**src/logic/ptb_pkg.sv**
```systemverilog
// Shared types and constants of the PCI target back-end port.
// Assumes a single core clock and a 64-bit build.
package ptb_pkg;
  // ===========================================================
  // Widths
  localparam int DATA_W = 64;
  localparam int ADDR_W = 24;
  localparam int LAG_W = 3;
  // ===========================================================
  // APB register offsets and fields
  localparam logic [7:0] OFS_BASE0 = 8'h00;
  localparam logic [7:0] OFS_BASE1 = 8'h04;
  localparam logic [7:0] OFS_CTRL = 8'h08;
  localparam logic [7:0] OFS_STAT = 8'h0C;
  localparam logic [31:0] BASE0_RST = 32'h0000_0000;
  localparam logic [31:0] BASE1_RST = 32'h0000_0000;
  localparam logic [31:0] CTRL_RST = 32'h0008_1003;
  localparam int CTRL_EN_BIT = 0;
  localparam int CTRL_W1_BIT = 1;
  localparam int CTRL_FIRST_LSB = 8;
  localparam int CTRL_NEXT_LSB = 16;
  // ===========================================================
  // PCI commands and window masks
  localparam logic [3:0] CMD_IO_RD = 4'h2;
  localparam logic [3:0] CMD_IO_WR = 4'h3;
  localparam logic [3:0] CMD_MEM_RD = 4'h6;
  localparam logic [3:0] CMD_MEM_WR = 4'h7;
  localparam logic [3:0] CMD_CFG_RD = 4'hA;
  localparam logic [3:0] CMD_CFG_WR = 4'hB;
  localparam logic [31:0] WIN0_MASK = 32'hFF00_0000;
  localparam logic [31:0] WIN1_MASK = 32'hFFFF_FF00;
  // Cycles after a data beat before the next strobe, covering the pin synchronisers.
  localparam logic [2:0] BEAT_GAP = 3'h3;
  // ===========================================================
  // Types
  typedef enum logic [1:0] {ST_IDLE, ST_XFER, ST_STOP, ST_FINISH} ptb_fsm_e;
  typedef struct packed {
    logic psel;
    logic penable;
    logic pwrite;
    logic [7:0] paddr;
    logic [31:0] pwdata;
  } ptb_apb_req_s;
  typedef struct packed {
    logic [31:0] prdata;
    logic pready;
    logic pslverr;
  } ptb_apb_rsp_s;
  typedef struct packed {
    logic [31:0] base0;
    logic [31:0] base1;
    logic [31:0] ctrl;
  } ptb_cfg_s;
  typedef struct packed {
    logic busy;
    logic wide;
    logic [15:0] disc_cnt;
  } ptb_stat_s;
  typedef struct packed {
    logic win0;
    logic win1;
    logic cfg;
    logic rd;
    logic wr;
  } ptb_flags_s;
endpackage

```
**src/logic/ptb_sync.sv**
```systemverilog
// Two-flop synchroniser for pin inputs.
// Assumes the inputs are quasi-static across a capture.
`timescale 1ns/1ps
module ptb_sync #(
  parameter int W = 1,
  parameter logic [W-1:0] RST = '0
) (
  // Clock and reset
  input wire logic core_clk,
  input wire logic arst_n,
  // Data
  input wire logic [W-1:0] din,
  output logic [W-1:0] dout
);
  typedef struct packed {
    logic [W-1:0] s1;
    logic [W-1:0] s2;
  } ptb_sync_st_s;
  ptb_sync_st_s st;
  ptb_sync_st_s next_st;
  always_comb begin
    next_st.s1 = din;
    next_st.s2 = st.s1;
  end
  always_ff @(posedge core_clk or negedge arst_n) begin
    if (!arst_n) begin
      st <= {RST, RST};
    end else begin
      st <= next_st;
    end
  end
  assign dout = st.s2;
endmodule // ptb_sync

```
**src/logic/ptb_apb_regs.sv**
```systemverilog
// APB slave holding the window bases and control, and reading status.
// Assumes the master keeps the request stable until pready.
`timescale 1ns/1ps
module ptb_apb_regs (
  // Clock and reset
  input wire logic core_clk,
  input wire logic arst_n,
  // Bus
  input wire ptb_pkg::ptb_apb_req_s req,
  output ptb_pkg::ptb_apb_rsp_s rsp,
  // Block side
  output ptb_pkg::ptb_cfg_s cfg,
  input wire ptb_pkg::ptb_stat_s stat
);
  typedef struct packed {
    ptb_pkg::ptb_cfg_s cfg;
    ptb_pkg::ptb_apb_rsp_s rsp;
  } ptb_regs_st_s;
  ptb_regs_st_s st;
  ptb_regs_st_s next_st;
  logic access;
  logic commit;
  logic hit;
  logic [31:0] rval;
  always_comb begin
    next_st = st;
    access = req.psel && req.penable;
    commit = access && st.rsp.pready;
    hit = 1'b1;
    unique case (req.paddr)
      ptb_pkg::OFS_BASE0: rval = st.cfg.base0;
      ptb_pkg::OFS_BASE1: rval = st.cfg.base1;
      ptb_pkg::OFS_CTRL: rval = st.cfg.ctrl;
      ptb_pkg::OFS_STAT: rval = {14'h0, stat.disc_cnt, stat.wide, stat.busy};
      default: begin
        rval = 32'h0000_0000;
        hit = 1'b0;
      end
    endcase
    // One wait state: the answer is registered from the first access cycle.
    next_st.rsp.pready = access && !st.rsp.pready;
    next_st.rsp.pslverr = access && !st.rsp.pready && !hit;
    next_st.rsp.prdata = (access && !st.rsp.pready && !req.pwrite) ? rval : 32'h0000_0000;
    if (commit && req.pwrite && hit) begin
      unique case (req.paddr)
        ptb_pkg::OFS_BASE0: next_st.cfg.base0 = req.pwdata;
        ptb_pkg::OFS_BASE1: next_st.cfg.base1 = req.pwdata;
        ptb_pkg::OFS_CTRL: next_st.cfg.ctrl = req.pwdata;
        default: next_st.cfg = st.cfg;
      endcase
    end
  end
  always_ff @(posedge core_clk or negedge arst_n) begin
    if (!arst_n) begin
      st.cfg <= '{ptb_pkg::BASE0_RST, ptb_pkg::BASE1_RST, ptb_pkg::CTRL_RST};
      st.rsp <= '0;
    end else begin
      st <= next_st;
    end
  end
  assign rsp = st.rsp;
  assign cfg = st.cfg;
endmodule // ptb_apb_regs

```
**src/logic/ptb_core.sv**
```systemverilog
// Back-end port of a PCI target: decodes the address phase, flags the
// window and direction to the back end, and paces data with strobes.
// Assumes PCI pins arrive asynchronously and back-end logic shares core_clk.
`timescale 1ns/1ps
module ptb_core (
  // Clock and reset
  input wire logic core_clk,
  input wire logic arst_n,

  // Register bus
  input wire ptb_pkg::ptb_apb_req_s apb_req,
  output ptb_pkg::ptb_apb_rsp_s apb_rsp,

  // PCI pins from the master
  input wire logic frame_n,
  input wire logic irdy_n,
  input wire logic req64_n,
  input wire logic idsel,
  input wire logic [7:0] cbe_n,
  input wire logic [ptb_pkg::DATA_W-1:0] ad_in,

  // PCI pins driven by the target
  output logic [ptb_pkg::DATA_W-1:0] ad_out,
  output logic ad_oe,
  output logic trdy_n,
  output logic stop_n,
  output logic devsel_n,
  output logic ack64_n,
  output logic ctl_oe,

  // Back-end indications
  output logic window_zero_hit,
  output logic window_one_hit,
  output logic cfg_space_hit,
  output logic rd_direction_flag,
  output logic wr_direction_flag,
  output logic [ptb_pkg::ADDR_W-1:0] mem_addr,
  output logic xfer_begin_pulse,
  output logic wide_xfer_begin_pulse,
  output logic xfer_end_pulse,

  // Back-end data flow
  output logic rd_lane_lo_strobe,
  output logic rd_lane_hi_strobe,
  output logic [3:0] wr_lane_lo_bytes,
  output logic [3:0] wr_lane_hi_bytes,
  input wire logic backend_src_ready,
  input wire logic backend_sink_ready,
  input wire logic [ptb_pkg::LAG_W-1:0] pipeline_lag_count,

  // Back-end data bus, split into its three signals
  input wire logic [ptb_pkg::DATA_W-1:0] mem_data_in,
  output logic [ptb_pkg::DATA_W-1:0] mem_data_out,
  output logic mem_data_oe
);

  // ===========================================================
  // Pin synchronisers
  localparam int PIN_W = 4 + 8 + ptb_pkg::DATA_W;

  logic [PIN_W-1:0] pin_raw;
  logic [PIN_W-1:0] pin_s;
  logic frame_s;
  logic irdy_s;
  logic req64_s;
  logic idsel_s;
  logic [7:0] cbe_s;
  logic [ptb_pkg::DATA_W-1:0] ad_s;

  assign pin_raw = {frame_n, irdy_n, req64_n, idsel, cbe_n, ad_in};

  ptb_sync #(
    .W(PIN_W),
    .RST({3'h7, {(PIN_W - 3){1'b0}}})
  ) u_pin_sync (
    .core_clk(core_clk),
    .arst_n(arst_n),
    .din(pin_raw),
    .dout(pin_s)
  );

  assign {frame_s, irdy_s, req64_s, idsel_s, cbe_s, ad_s} = pin_s;

  // ===========================================================
  // Register file
  ptb_pkg::ptb_cfg_s cfg;
  ptb_pkg::ptb_stat_s stat;

  ptb_apb_regs u_regs (
    .core_clk(core_clk),
    .arst_n(arst_n),
    .req(apb_req),
    .rsp(apb_rsp),
    .cfg(cfg),
    .stat(stat)
  );

  // ===========================================================
  // State
  typedef struct packed {
    ptb_pkg::ptb_fsm_e fsm;
    logic frame_d;
    ptb_pkg::ptb_flags_s flags;
    logic wide;
    logic begin_p;
    logic wbegin_p;
    logic end_p;
    logic [ptb_pkg::ADDR_W-1:0] addr;
    logic [ptb_pkg::LAG_W-1:0] lag;
    logic [7:0] wait_cnt;
    logic [2:0] gap;
    logic beat_seen;
    logic real_pend;
    logic last_pend;
    logic rd_lo;
    logic rd_hi;
    logic [3:0] wr_lo;
    logic [3:0] wr_hi;
    logic [ptb_pkg::DATA_W-1:0] md_out;
    logic md_oe;
    logic [ptb_pkg::DATA_W-1:0] ad_out;
    logic ad_oe;
    logic trdy_n;
    logic stop_n;
    logic devsel_n;
    logic ack64_n;
    logic ctl_oe;
    logic [15:0] disc_cnt;
  } ptb_core_st_s;

  ptb_core_st_s st;
  ptb_core_st_s next_st;

  // ===========================================================
  // Address phase decode
  logic frame_fall;
  logic [3:0] cmd;
  logic [31:0] adr;
  logic is_mem;
  logic is_io;
  logic is_cfg;
  logic hit0;
  logic hit1;
  logic hitc;
  logic cmd_rd;
  logic any_hit;

  always_comb begin
    frame_fall = st.frame_d && !frame_s;
    cmd = cbe_s[3:0];
    adr = ad_s[31:0];
    is_mem = (cmd == ptb_pkg::CMD_MEM_RD) || (cmd == ptb_pkg::CMD_MEM_WR);
    is_io = (cmd == ptb_pkg::CMD_IO_RD) || (cmd == ptb_pkg::CMD_IO_WR);
    is_cfg = (cmd == ptb_pkg::CMD_CFG_RD) || (cmd == ptb_pkg::CMD_CFG_WR);
    cmd_rd = !cmd[0];
    hit0 = is_mem &&
      ((adr & ptb_pkg::WIN0_MASK) == (cfg.base0 & ptb_pkg::WIN0_MASK));
    hit1 = (is_mem || is_io) && cfg.ctrl[ptb_pkg::CTRL_W1_BIT] &&
      ((adr & ptb_pkg::WIN1_MASK) == (cfg.base1 & ptb_pkg::WIN1_MASK));
    hitc = is_cfg && idsel_s && (adr[1:0] == 2'h0);
    any_hit = cfg.ctrl[ptb_pkg::CTRL_EN_BIT] && (hit0 || hit1 || hitc);
  end

  // ===========================================================
  // Data phase control
  logic go;
  logic lag_now;
  logic [7:0] limit;
  logic [ptb_pkg::ADDR_W-1:0] step;

  always_comb begin
    next_st = st;
    next_st.frame_d = frame_s;
    // Pulses and single-cycle strobes fall back every cycle.
    next_st.begin_p = 1'b0;
    next_st.wbegin_p = 1'b0;
    next_st.end_p = 1'b0;
    next_st.rd_lo = 1'b0;
    next_st.rd_hi = 1'b0;
    next_st.wr_lo = 4'h0;
    next_st.wr_hi = 4'h0;
    next_st.trdy_n = 1'b1;
    next_st.ad_oe = 1'b0;
    next_st.real_pend = 1'b0;
    next_st.last_pend = 1'b0;
    go = 1'b0;
    lag_now = st.lag != '0;
    limit = st.beat_seen ? cfg.ctrl[ptb_pkg::CTRL_NEXT_LSB +: 8] : cfg.ctrl[ptb_pkg::CTRL_FIRST_LSB +: 8];
    step = st.wide ? ptb_pkg::ADDR_W'(8) : ptb_pkg::ADDR_W'(4);

    unique case (st.fsm)
      ptb_pkg::ST_IDLE: begin
        next_st.flags = '0;
        next_st.wide = 1'b0;
        if (frame_fall && any_hit) begin
          next_st.fsm = ptb_pkg::ST_XFER;
          // Flags come up with the begin pulse and hold until completion.
          next_st.flags.win0 = hit0 && !hitc;
          next_st.flags.win1 = hit1 && !hit0 && !hitc;
          next_st.flags.cfg = hitc;
          next_st.flags.rd = cmd_rd;
          next_st.flags.wr = !cmd_rd;
          next_st.wide = !req64_s && is_mem;
          next_st.begin_p = 1'b1;
          next_st.wbegin_p = !req64_s && is_mem;
          next_st.addr = adr[ptb_pkg::ADDR_W-1:0];
          next_st.lag = pipeline_lag_count;
          next_st.wait_cnt = 8'h00;
          next_st.gap = 3'h0;
          next_st.beat_seen = 1'b0;
          next_st.devsel_n = 1'b0;
          next_st.ack64_n = !(!req64_s && is_mem);
          next_st.stop_n = 1'b1;
          next_st.ctl_oe = 1'b1;
        end
      end

      ptb_pkg::ST_XFER: begin
        // A strobe one cycle ago completes its beat on this edge.
        if (st.real_pend) begin
          next_st.trdy_n = 1'b0;
          next_st.beat_seen = 1'b1;
          next_st.gap = ptb_pkg::BEAT_GAP;
          if (st.flags.rd) begin
            next_st.ad_out = mem_data_in;
            next_st.ad_oe = 1'b1;
          end
          if (st.last_pend) begin
            next_st.fsm = ptb_pkg::ST_FINISH;
          end
        end else if (st.gap != 3'h0) begin
          next_st.gap = st.gap - 3'h1;
        end else begin
          if (st.flags.rd) begin
            go = backend_src_ready && !irdy_s;
          end else begin
            go = backend_sink_ready && !irdy_s;
          end
          if (go) begin
            next_st.wait_cnt = 8'h00;
            next_st.addr = st.addr + step;
            if (st.flags.rd) begin
              next_st.rd_lo = 1'b1;
              next_st.rd_hi = st.wide;
            end else begin
              next_st.md_out = ad_s;
              next_st.wr_lo = ~cbe_s[3:0];
              next_st.wr_hi = st.wide ? ~cbe_s[7:4] : 4'h0;
            end
            if (lag_now) begin
              // Address runs ahead; no PCI beat, the back end drops this strobe.
              next_st.lag = st.lag - ptb_pkg::LAG_W'(1);
            end else begin
              next_st.real_pend = 1'b1;
              next_st.last_pend = frame_s;
            end
          end else if (frame_s && irdy_s) begin
            next_st.fsm = ptb_pkg::ST_FINISH;
          end else if (st.wait_cnt >= limit) begin
            // Latency exceeded: stop without data phase completion.
            next_st.stop_n = 1'b0;
            next_st.fsm = ptb_pkg::ST_STOP;
            next_st.disc_cnt = st.disc_cnt + 16'h0001;
          end else begin
            next_st.wait_cnt = st.wait_cnt + 8'h01;
          end
        end
      end

      ptb_pkg::ST_STOP: begin
        // Hold stop until the master lets frame go.
        if (frame_s) begin
          next_st.fsm = ptb_pkg::ST_FINISH;
        end
      end

      ptb_pkg::ST_FINISH: begin
        next_st.end_p = 1'b1;
        next_st.devsel_n = 1'b1;
        next_st.ack64_n = 1'b1;
        next_st.stop_n = 1'b1;
        next_st.ctl_oe = 1'b0;
        next_st.fsm = ptb_pkg::ST_IDLE;
      end
    endcase

    // The back-end bus is driven only during writes; reads leave it to the back end.
    next_st.md_oe = next_st.flags.wr;
  end

  // ===========================================================
  // Registers
  always_ff @(posedge core_clk or negedge arst_n) begin
    if (!arst_n) begin
      st <= '0;
      st.fsm <= ptb_pkg::ST_IDLE;
      st.frame_d <= 1'b1;
      st.trdy_n <= 1'b1;
      st.stop_n <= 1'b1;
      st.devsel_n <= 1'b1;
      st.ack64_n <= 1'b1;
    end else begin
      st <= next_st;
    end
  end

  // ===========================================================
  // Outputs, all straight from the state register
  assign stat = '{st.fsm != ptb_pkg::ST_IDLE, st.wide, st.disc_cnt};

  assign window_zero_hit = st.flags.win0;
  assign window_one_hit = st.flags.win1;
  assign cfg_space_hit = st.flags.cfg;
  assign rd_direction_flag = st.flags.rd;
  assign wr_direction_flag = st.flags.wr;
  assign mem_addr = st.addr;
  assign xfer_begin_pulse = st.begin_p;
  assign wide_xfer_begin_pulse = st.wbegin_p;
  assign xfer_end_pulse = st.end_p;

  assign rd_lane_lo_strobe = st.rd_lo;
  assign rd_lane_hi_strobe = st.rd_hi;
  assign wr_lane_lo_bytes = st.wr_lo;
  assign wr_lane_hi_bytes = st.wr_hi;
  assign mem_data_out = st.md_out;
  assign mem_data_oe = st.md_oe;

  assign ad_out = st.ad_out;
  assign ad_oe = st.ad_oe;
  assign trdy_n = st.trdy_n;
  assign stop_n = st.stop_n;
  assign devsel_n = st.devsel_n;
  assign ack64_n = st.ack64_n;
  assign ctl_oe = st.ctl_oe;

endmodule // ptb_core

```
**config.mk**
```make
export PLATFORM = sky130hd
export DESIGN_NAME = ptb_core
export DESIGN_NICKNAME = d
export VERILOG_FILES = /design/src/logic/ptb_pkg.sv /design/src/logic/ptb_sync.sv /design/src/logic/ptb_apb_regs.sv /design/src/logic/ptb_core.sv
export SDC_FILE = /design/constraint.sdc
export NUM_CORES = 1
export LEC_CHECK = 0
export BUFFER_PORTS_ARGS = -buffer_cell sky130_fd_sc_hd__buf_4
export CAP_MARGIN = 20
export CORE_MARGIN = 2
export CORE_UTILIZATION = 45
export CTS_CLUSTER_DIAMETER = 150
export DETAILED_ROUTE_END_ITERATION = 8
export GPL_TIMING_DRIVEN = 0
export PLACE_DENSITY = 0.74
export RECOVER_POWER = 100
export SYNTH_ARGS = -nofsm -noshare
export SYNTH_HDL_FRONTEND = slang
export SYNTH_SLANG_ARGS = --single-unit
```
**constraint.sdc**
```tcl
create_clock -name core_clk -period 2.9 [get_ports core_clk]
set_clock_uncertainty 0.15 [all_clocks]
set_input_delay 0.29 -clock core_clk [delete_from_list [all_inputs] [get_ports core_clk]]
set_output_delay 0.29 -clock core_clk [all_outputs]
set_load 0.03 [all_outputs]
```
[After elaboration in Yosys (flattened, before gate mapping)]
Index checks and enable logic that the tools add are counted.
Word-level totals
  bits in registers: 495
  input port bits: 190
  output and inout port bits: 211
Cells by class
  add/subtract/negate cells: 5
  order comparisons: 1
  equal/unequal tests: 31
  multiplexer cells: 52
  bitwise gates (word level): 7
  reductions and logical operators: 62
Operator list (number)
  $mux W76: 4
  $pmux W32 S4: 1
  $pmux W39 S2: 1
  $mux W72: 1
  $mux W35: 2
  $mux W8: 5
  $mux W39: 1
  $mux W32: 1
  $mux W27: 1
  $mux W2: 13
  $add A24 B4 Y24: 1
  $eq A24 B24 Y1: 1
  $reduce_and A6 Y1: 4
  $logic_and A1 B1 Y1: 22
  $ne A2 B2 Y1 const B: 9
  $ne A3 B3 Y1 const B: 6
  $add A16 B1 Y16 const B: 1
  $eq A8 B4 Y1 const B: 2
  $mux W1: 13
  $mux W4: 3
  $logic_not A1 Y1: 10
  $reduce_and A5 Y1: 2
  $mux W3: 3
  $reduce_and A3 Y1: 3
  other kinds (25): 48

[Longest topological paths before layout]
Gate-level depths: netlist (run 1).
  word-level depth: 11
  mapped depth: 11
  mapped depth without buffers: 11

[By module]
From an unflattened synthesis (run 1), not the netlist that was laid out.
Second synthesis, totals
  cell total of the unflattened synthesis: 1579
  area, all modules: 20083.0 µm²
By module, submodules not included
  ptb_core: instances 1, cells an instance 1077, area each 10870.4 µm²
  ptb_apb_regs: instances 1, cells an instance 350, area each 5401.4 µm²
  ptb_sync: instances 1, cells an instance 152, area each 3811.2 µm²

[Worst setup path before layout (run 1)]
Ideal clock, no wire load.
  path type: flip-flop to flip-flop
  start point: register st[163] (netlist name)
  end point: register st[15] (netlist name)
  arrival: 2.847 ns
  slack: -0.220 ns
  stages on the path, launching flop included: 12
  path buffers: 2
  clock period less this slack: 3.120 ns
  cell sequence: dfrtp_1 > clkbuf_1 > mux2_2 > ha_1 > nor2b_1 > o21ai_0 > a41oi_2 > nor3_1 > and4_1 > clkbuf_1 > nand4_1 > xnor2_1
Between the ends
  cells in the longest elaborated chain, start to end: 3
Ends and longest elaborated chain
  start: declaration: line ptb_core.sv:131  | ptb_core_st_s st;
  start signal: assignment: line ptb_core.sv:303  | st <= next_st;
  $mux W8: line ptb_core.sv:188  | limit = st.beat_seen ? cfg.ctrl[ptb_pkg::CTRL_NEXT_LSB +: 8] : cfg.ctrl[ptb_pkg::CTRL_FIRST_LSB +: 8];
  $ge A8 B8 Y1: line ptb_core.sv:259  | end else if (st.wait_cnt >= limit) begin
  $reduce_and A6 Y1 (no line)
Every way passes these cells.
A chain may end at the register's enable or synchronous reset.

[Worst setup path after layout (run 1)]
  start point: register st[163] (netlist name)
  end point: register st[174] (netlist name)
Between the ends
  cells in the longest elaborated chain, start to end: 4
Ends and longest elaborated chain (line)
  $mux W8: ptb_core.sv:188
  $ge A8 B8 Y1: ptb_core.sv:259
  $ne A3 B3 Y1 (no line)
  $reduce_and A6 Y1 (no line)
Every way passes these cells.

==> reports/results.ini, run 1 <==
[floorplanning]
die_x_um = 215
die_h_um = 215
start_util = 0.454
coreArea_um2 = 44100
dieArea_um2 = 46300
rows = 77
io_pins = 401

[critical_path]
endpoint_kind = flop
crit_path_max_fanout = 8
cp.required_ns = 3.24
critPathArrivalTime_ns = 3.26
crit_type = reg2reg
crit_path_start_kind = flop
rrSetupSlack_ns = -0.02

[outcome]
outcome = finished with violations
violations = capacitance limit, slew limit, setup timing

[clocking]
root_buffer = clkbuf_16
cts_buffers = 51
htreeDepth = 2
cts_tree = yes
clock_sinks = 495
cts_max_path_buffers = 3
clk_transition_reported_paths_ns = 0.06
clk_latency_ns = 0.60

[timing]
setup_ws_ns = -0.0176
fin_crit_ns = 2.92
min_period_over_period = 1.01
holdWs_ns = 0.0397
rsz0062_at_grt = true
max_freq_mhz = 343
max_slew_margin = -0.138
hold_viol = 0
fin_tns_setup_ns = -0.0273
worst_pin_slew_ns = 1.71
setup_viol = 2
slew_violations = 125

[placed_design]
place_ws_ns = -0.521
place_area_um2 = 23900
place.gp.congestion = 0.882
portBuffers = 398
place_inst = 2573
hpwlAfterDp_mm = 40.3

[cells_and_area]
finalInstanceArea_um2 = 27500
final_util = 0.624
seq_area_um2 = 12400
nets = 2448
final_cell_mix = 478 x dfrtp_1, 385 x buf_4, 235 x nand2_1
fillers = 3356
final_cells = 2872
multi_input_area_um2 = 6390
layout-drive-gt1-share = 0.370
layout_commonest_cell = dfrtp_1
area_growth_pct = 37.3

[power_and_ir_drop]
switching_share = 0.219
ir_drop_mv = 0.523
p_seq_frac = 0.480
power_frac_comb = 0.047
total_power_mw = 14.8
p_int_mw = 11.6
p_sw_mw = 3.24
power.density_nw_per_um2 = 538
leakage_nw = 13.7
clockPowerShare = 0.473

[global_route]
grt_pass1_wl_mm = 92.9
grt_pass1_vias = 16024
grt_max_degree = 125
grt-ovfl-total = 0
antenna_found_initial = 3
grt_usage = 0.263

[synthesis]
syn_area_um2 = 20000
synth_ff_type = dfrtp_1
yosys_register_bits = 495
yosysUniqueCellTypes = 74
synth.avg_cell_area_um2 = 12.7
synth_warnings = 0
synthArstFlopShare = 1.00
syn_nets = 1791
synth_edf_count = 0
yosysSeqAreaShare = 0.619
synthCells = 1579

[flow_run]
drv_cap = 1

[detailed_routing]
drtIter0Drc = 951
drc = 0
vias = 14706
first_pass_iters = 5
avgViaCountPerCell = 5.12
ant_nets = 0
wirelength_mm = 60.7
wl_per_cell_um = 21.1

[min_path]
min_path_type = in2reg

layer usage:
layer,global-route usage,wire (um),vias up
met3,0.0664,4650,144
met1,0.313,22800,7437
met5,0,0,-
li1,-,-,6525
met4,0.105,2260,0
met2,0.456,31000,600
power groups by stage:
stage                     Clock (mW)  Combinational [mW]  Sequential [mW]
after global routing            7.40               0.755             7.11
after global placement             0               0.464             7.23
after CTS                       7.11               0.705             7.10
after floorplan                    0              0.0920             7.20
final                           7.01               0.690             7.11
after detailed placement           0               0.497             7.23
path summary, 6_finish.rpt:
check	from	end	cells after the start
hold / removal	apb_req[32]	u_regs.rsp[20]	4
hold reg to reg	u_pin_sync.next_st[56]	u_pin_sync.dout[56]	0
setup / recovery	st[163]	st[174]	10
min in group asynchronous	arst_n	u_regs.cfg[4]	2
max in group asynchronous	arst_n	ad_out[40]	3
setup reg to reg	st[163]	st[174]	10
worst max-delay path: stages (launching register included):
cell and delay [ns]:
dfrtp_1 0.37, clkbuf_16 0.18, mux2i_4 0.27, ha_4 0.23, and3_4 0.17, a221o_1 0.36
a41oi_4 0.31, o311ai_4 0.13, or4_4 0.44, xor2_1 0.15, nor2_1 0.05
layout make-up:
type | instances | share of cell area
Tap cell | 592 | 0.0269
Multi-Input combinational cell | 839 | 0.232
Buffer | 216 | 0.0539
Inverter | 27 | 0.00368
Timing Repair Buffer | 606 | 0.167
Clock buffer | 71 | 0.0531
Clock inverter | 23 | 0.0122
Sequential cell | 495 | 0.451
Antenna cell | 3 | 0.000273
timing repair:
item | CTS | global route
buffers inserted | 12 | 13
resized for setup | 51 | 40
setup endpoints to repair | 155 | 118
pin swaps | 12 | 15
hold buffers | 179 | 0
endpoints found under the hold margin | 324 | 0
flip-flops by register name (all words and copies together) (netlist names), 4 cells and up:
name                cells
u_regs.rsp             34
mem_data_out           64
wr_lane_hi_bytes        4
st                     37
u_pin_sync.next_st     76
wr_lane_lo_bytes        4
u_pin_sync.dout        76
ad_out                 64
u_regs.cfg             96
mem_addr               24
synthesized netlist by cell type, types with 7 or more instances:
cell | number | area, um^2
and2_1 | 8 | 50.1
buf_1 | 7 | 26.3
inv_1 | 25 | 93.8
nor3_1 | 7 | 35.0
nand4_1 | 13 | 81.3
clkbuf_1 | 38 | 143
nand2_1 | 239 | 897
nor2_1 | 67 | 251
xor2_1 | 34 | 298
buf_2 | 10 | 50.1
and3_1 | 33 | 206
ha_1 | 21 | 263
o21ai_0 | 32 | 160
nand3_1 | 30 | 150
mux2i_1 | 25 | 250
dfstp_2 | 15 | 394
dfrtp_1 | 480 | 12000
mux4_2 | 18 | 405
a21oi_1 | 32 | 160
buf_4 | 162 | 1220
xnor2_1 | 16 | 140
mux2_2 | 163 | 1840
logic make-up after synthesis:
group	share of synthesized area
AO/OA/AOI/OAI	0.0424
buffers and inverters	0.0772
flip-flops	0.619
XOR/XNOR	0.0218
AND/OR/NAND/NOR	0.100
adder cells (fa/ha/maj)	0.0141
multiplexers	0.125
Power figures use the tool's default switching activity.
==> run 2, diff against run 1 <==
- ABC_AREA: unset -> 1
==> run 2 against run 1 <==
  * Clock power is 1% lower
  * Maximum frequency is 7.3% higher
  * Via count is 17% higher
  * First-iteration DRC count is 35% higher
  * Combinational power grew to 8.8 times the previous value
  * Largest cell class unchanged
  * Critical endpoint is now st[167]
  * Critical path type unchanged
  * Routed wire length is 6.8% higher
  * Largest power group unchanged
  * Register-to-register slack better by 0.20 ns
  * Sequential cell count stayed put
  * Final cell count is 20% higher
  * The flow now finishes without violations
==> reports/results.ini, run 2 <==
[detailed_routing]
drc = 0  ; unchanged
avgViaCountPerCell = 4.98  ; was 5.12
vias = 17151  ; was 14706
ant_nets = 0  ; unchanged
drtIter0Drc = 1281  ; was 951
first_pass_iters = 5  ; unchanged
wirelength_mm = 64.9  ; was 60.7 mm
wl_per_cell_um = 18.8  ; was 21.1 um

[floorplanning]
rows = 78  ; was 77
coreArea_um2 = 45400  ; was 44100 um^2
start_util = 0.456  ; was 0.454
io_pins = 401  ; unchanged
die_x_um = 218  ; was 215 um
dieArea_um2 = 47700  ; was 46300 um^2
die_h_um = 218  ; was 215 um

[cells_and_area]
layout_commonest_cell = nand2_1  ; was dfrtp_1
nets = 3011  ; was 2448
area_growth_pct = 31.7  ; was 37.3%
fillers = 3807  ; was 3356
largest_reg_flops = 96  ; unchanged
final_cell_mix = 676 x nand2_1, 480 x dfrtp_1, 276 x buf_4  ; was 478 x dfrtp_1, 385 x buf_4, 235 x nand2_1
final_cells = 3441  ; was 2872
largest_register = u_regs.cfg  ; unchanged
layout-drive-gt1-share = 0.188  ; was 0.370

[timing]
hold_viol = 0  ; unchanged
setup_ws_ns = 0.182  ; was -0.0176 ns
fin_crit_ns = 2.72  ; was 2.92 ns
fin_tns_setup_ns = 0  ; was -0.0273 ns
worst_pin_slew_ns = 1.16  ; was 1.71 ns
rsz0062_at_grt = false  ; was true
min_period_over_period = 0.937  ; was 1.01
max_freq_mhz = 368  ; was 343 MHz
holdWs_ns = 0.0807  ; was 0.0397 ns
slew_violations = 0  ; was 125
setup_viol = 0  ; was 2
max_slew_margin = 0.227  ; was -0.138

[synthesis]
synthArstFlopShare = 1.00  ; unchanged
synthAdderAreaFrac = 0.0137  ; was 0.0141
synth.avg_cell_area_um2 = 9.57  ; was 12.7 um^2
yosysTopAreaCellShare = 0.581  ; was 0.599
synthTopCellsByCount = 672 x nand2_1, 480 x dfrtp_1, 166 x buf_4, 166 x inv_1, 138 x nor2_1  ; was 480 x dfrtp_1, 239 x nand2_1, 163 x mux2_2
yosysUniqueCellTypes = 47  ; was 74
synth_compound_area_frac = 0.0692  ; was 0.0424
syn_area_um2 = 20700  ; was 20000 um^2
synth_largest_area_cell = dfrtp_1  ; unchanged
synth_xor_area_frac = 0.0195  ; was 0.0218
synth_warnings = 0  ; unchanged
synthSimpleGateAreaFrac = 0.187  ; was 0.100
synth_ff_type = dfrtp_1  ; unchanged
synth_area_leaders = dfrtp_1 58%, nand2_1 12%, buf_4 6.0%  ; was dfrtp_1 60%, mux2_2 9.2%, buf_4 6.1%
yosysSeqAreaShare = 0.600  ; was 0.619
synth_mux_area_frac = 0.00194  ; was 0.125
synthCells = 2163  ; was 1579
yosysMostFrequentCell = nand2_1  ; was dfrtp_1
synth_edf_count = 0  ; unchanged
synth_top_family_by_area = simple AND/OR/NAND/NOR gates  ; was multiplexers
yosys_register_bits = 495  ; unchanged
syn_nets = 2375  ; was 1791

[global_route]
grt_usage = 0.275  ; was 0.263
grt-ovfl-total = 0  ; unchanged
antenna_found_initial = 1  ; was 3
grt_pass1_vias = 18278  ; was 16024
grt_pass1_wl_mm = 101  ; was 92.9 mm
grt_max_degree = 127  ; was 125

[critical_path]
endpoint_kind = flop  ; unchanged
rrSetupSlack_ns = 0.18  ; was -0.02 ns
r2r_start = st[163]  ; unchanged
worstReg2RegEnd = st[167]  ; was st[174]
critPathArrivalTime_ns = 3.06  ; was 3.26 ns
r2r_cells = 14  ; was 10
cp.required_ns = 3.24  ; about the same
crit_type = reg2reg  ; unchanged
crit_path_max_fanout = 10  ; was 8
crit_path_start_kind = flop  ; unchanged

[clocking]
clock_sinks = 495  ; unchanged
cts_buffers = 51  ; unchanged
cts_tree = yes  ; unchanged
htreeDepth = 2  ; unchanged
clk_transition_reported_paths_ns = 0.06  ; about the same
root_buffer = clkbuf_16  ; unchanged
post_cts_buffers = 0  ; was 12
cts_max_path_buffers = 3  ; unchanged
clk_latency_ns = 0.60  ; about the same

[min_path]
min_path_type = in2async  ; was in2reg

[placed_design]
place.gp.congestion = 0.913  ; was 0.882
place_inst = 3168  ; was 2573
hpwlAfterDp_mm = 44.2  ; was 40.3 mm
portBuffers = 400  ; was 398
place_ws_ns = -0.176  ; was -0.521 ns

[power_and_ir_drop]
power.density_nw_per_um2 = 782  ; was 538 nW/um^2
leakage_nw = 13.3  ; was 13.7 nW
total_power_mw = 21.3  ; was 14.8 mW
ir_drop_mv = 0.681  ; was 0.523 mV

[flow_run]
drv_cap = 0  ; was 1

[outcome]
outcome = complete, no violations  ; was finished with violations

-- run 2: how the worst max path moves through the flow --
| stage | depth (start not counted) | start | slack [ns] | to |
|---|---|---|---|---|
| 5_1_grt | 12 | st[163] | 0.02 | st[167] |
| 6_report | 14 | st[163] | 0.18 | st[167] |
| 4_1_cts | 14 | st[163] | 0.008 | st[167] |
| 3_5_place_dp | 10 | st[205] | -0.18 | mem_addr[18] |
| 3_3_place_gp | 1 | arst_n | -3.60 | u_pin_sync.next_st[6] |
| 2_1_floorplan | 13 | st[163] | 0.41 | st[167] |
-- run 2: per-layer routing --
metal / vias to the layer above / part of all wire / global-route usage
li1: 7932 / - / -
met1: 8312 / 0.38 / 0.326
met2: 701 / 0.50 / 0.469
met3: 206 / 0.074 / 0.0578
met4: 0 / 0.056 / 0.149
met5: - / 0 / 0
-- run 2: logic make-up after synthesis --
family	count (synthesis)
AOI/OAI and AO/OA	253
xor gates and xnor gates	46
adders and majority gates	22
buffers and inverters	411
DFF	495
muxes	4
and+or+nand+nor	932
-- run 2: what timing repair did --
action | in CTS | in global routing
endpoints found under the hold margin | 473 | 0
hold buffers | 179 | 0
resized for setup | 4 | 10
setup endpoints to repair | 10 | 20
-- run 2: final cells by class --
| cell class | count | area [um^2] | share of cell area |
|---|---|---|---|
| Clock inverter | 16 | 273 | 0.0100 |
| Sequential cell | 495 | 12400 | 0.455 |
| Timing Repair Buffer | 584 | 4140 | 0.152 |
| Tap cell | 600 | 751 | 0.0276 |
| Clock buffer | 78 | 1500 | 0.0550 |
| Inverter | 177 | 673 | 0.0247 |
| Multi-Input combinational cell | 1257 | 5950 | 0.218 |
| Buffer | 233 | 1550 | 0.0570 |
| Antenna cell | 1 | 2.50 | 0.0000919 |
-- run 2: metrics by stage --
stage	utilization	cell area, um^2
after detailed placement	0.541	24600
after CTS	0.620	28100
after global routing	0.600	27200
after floorplan	-	20700
final	0.600	27200
after global placement	0.539	24400
-- run 2: power by group --
group | internal, mW | leakage, nW | total (mW) | switching (mW)
Combinational | 2.16 | 6.54 | 6.04 | 3.87
Sequential | 7.71 | 5.86 | 8.35 | 0.642
Clock | 4.11 | 0.861 | 6.91 | 2.80
-- run 2: critical path, stage by stage, from the launching register on --
cell and delay, ns:
dfrtp_1 0.45, clkbuf_4 0.24, nand2_1 0.06, o21ai_1 0.14
ha_1 0.29, a21oi_1 0.14, o21ai_0 0.09, nand2_1 0.12
nand3_2 0.13, nand2_1 0.09, nand2_1 0.08, nor2_4 0.22
nand3_2 0.23, nand2_1 0.12, nand2_1 0.05
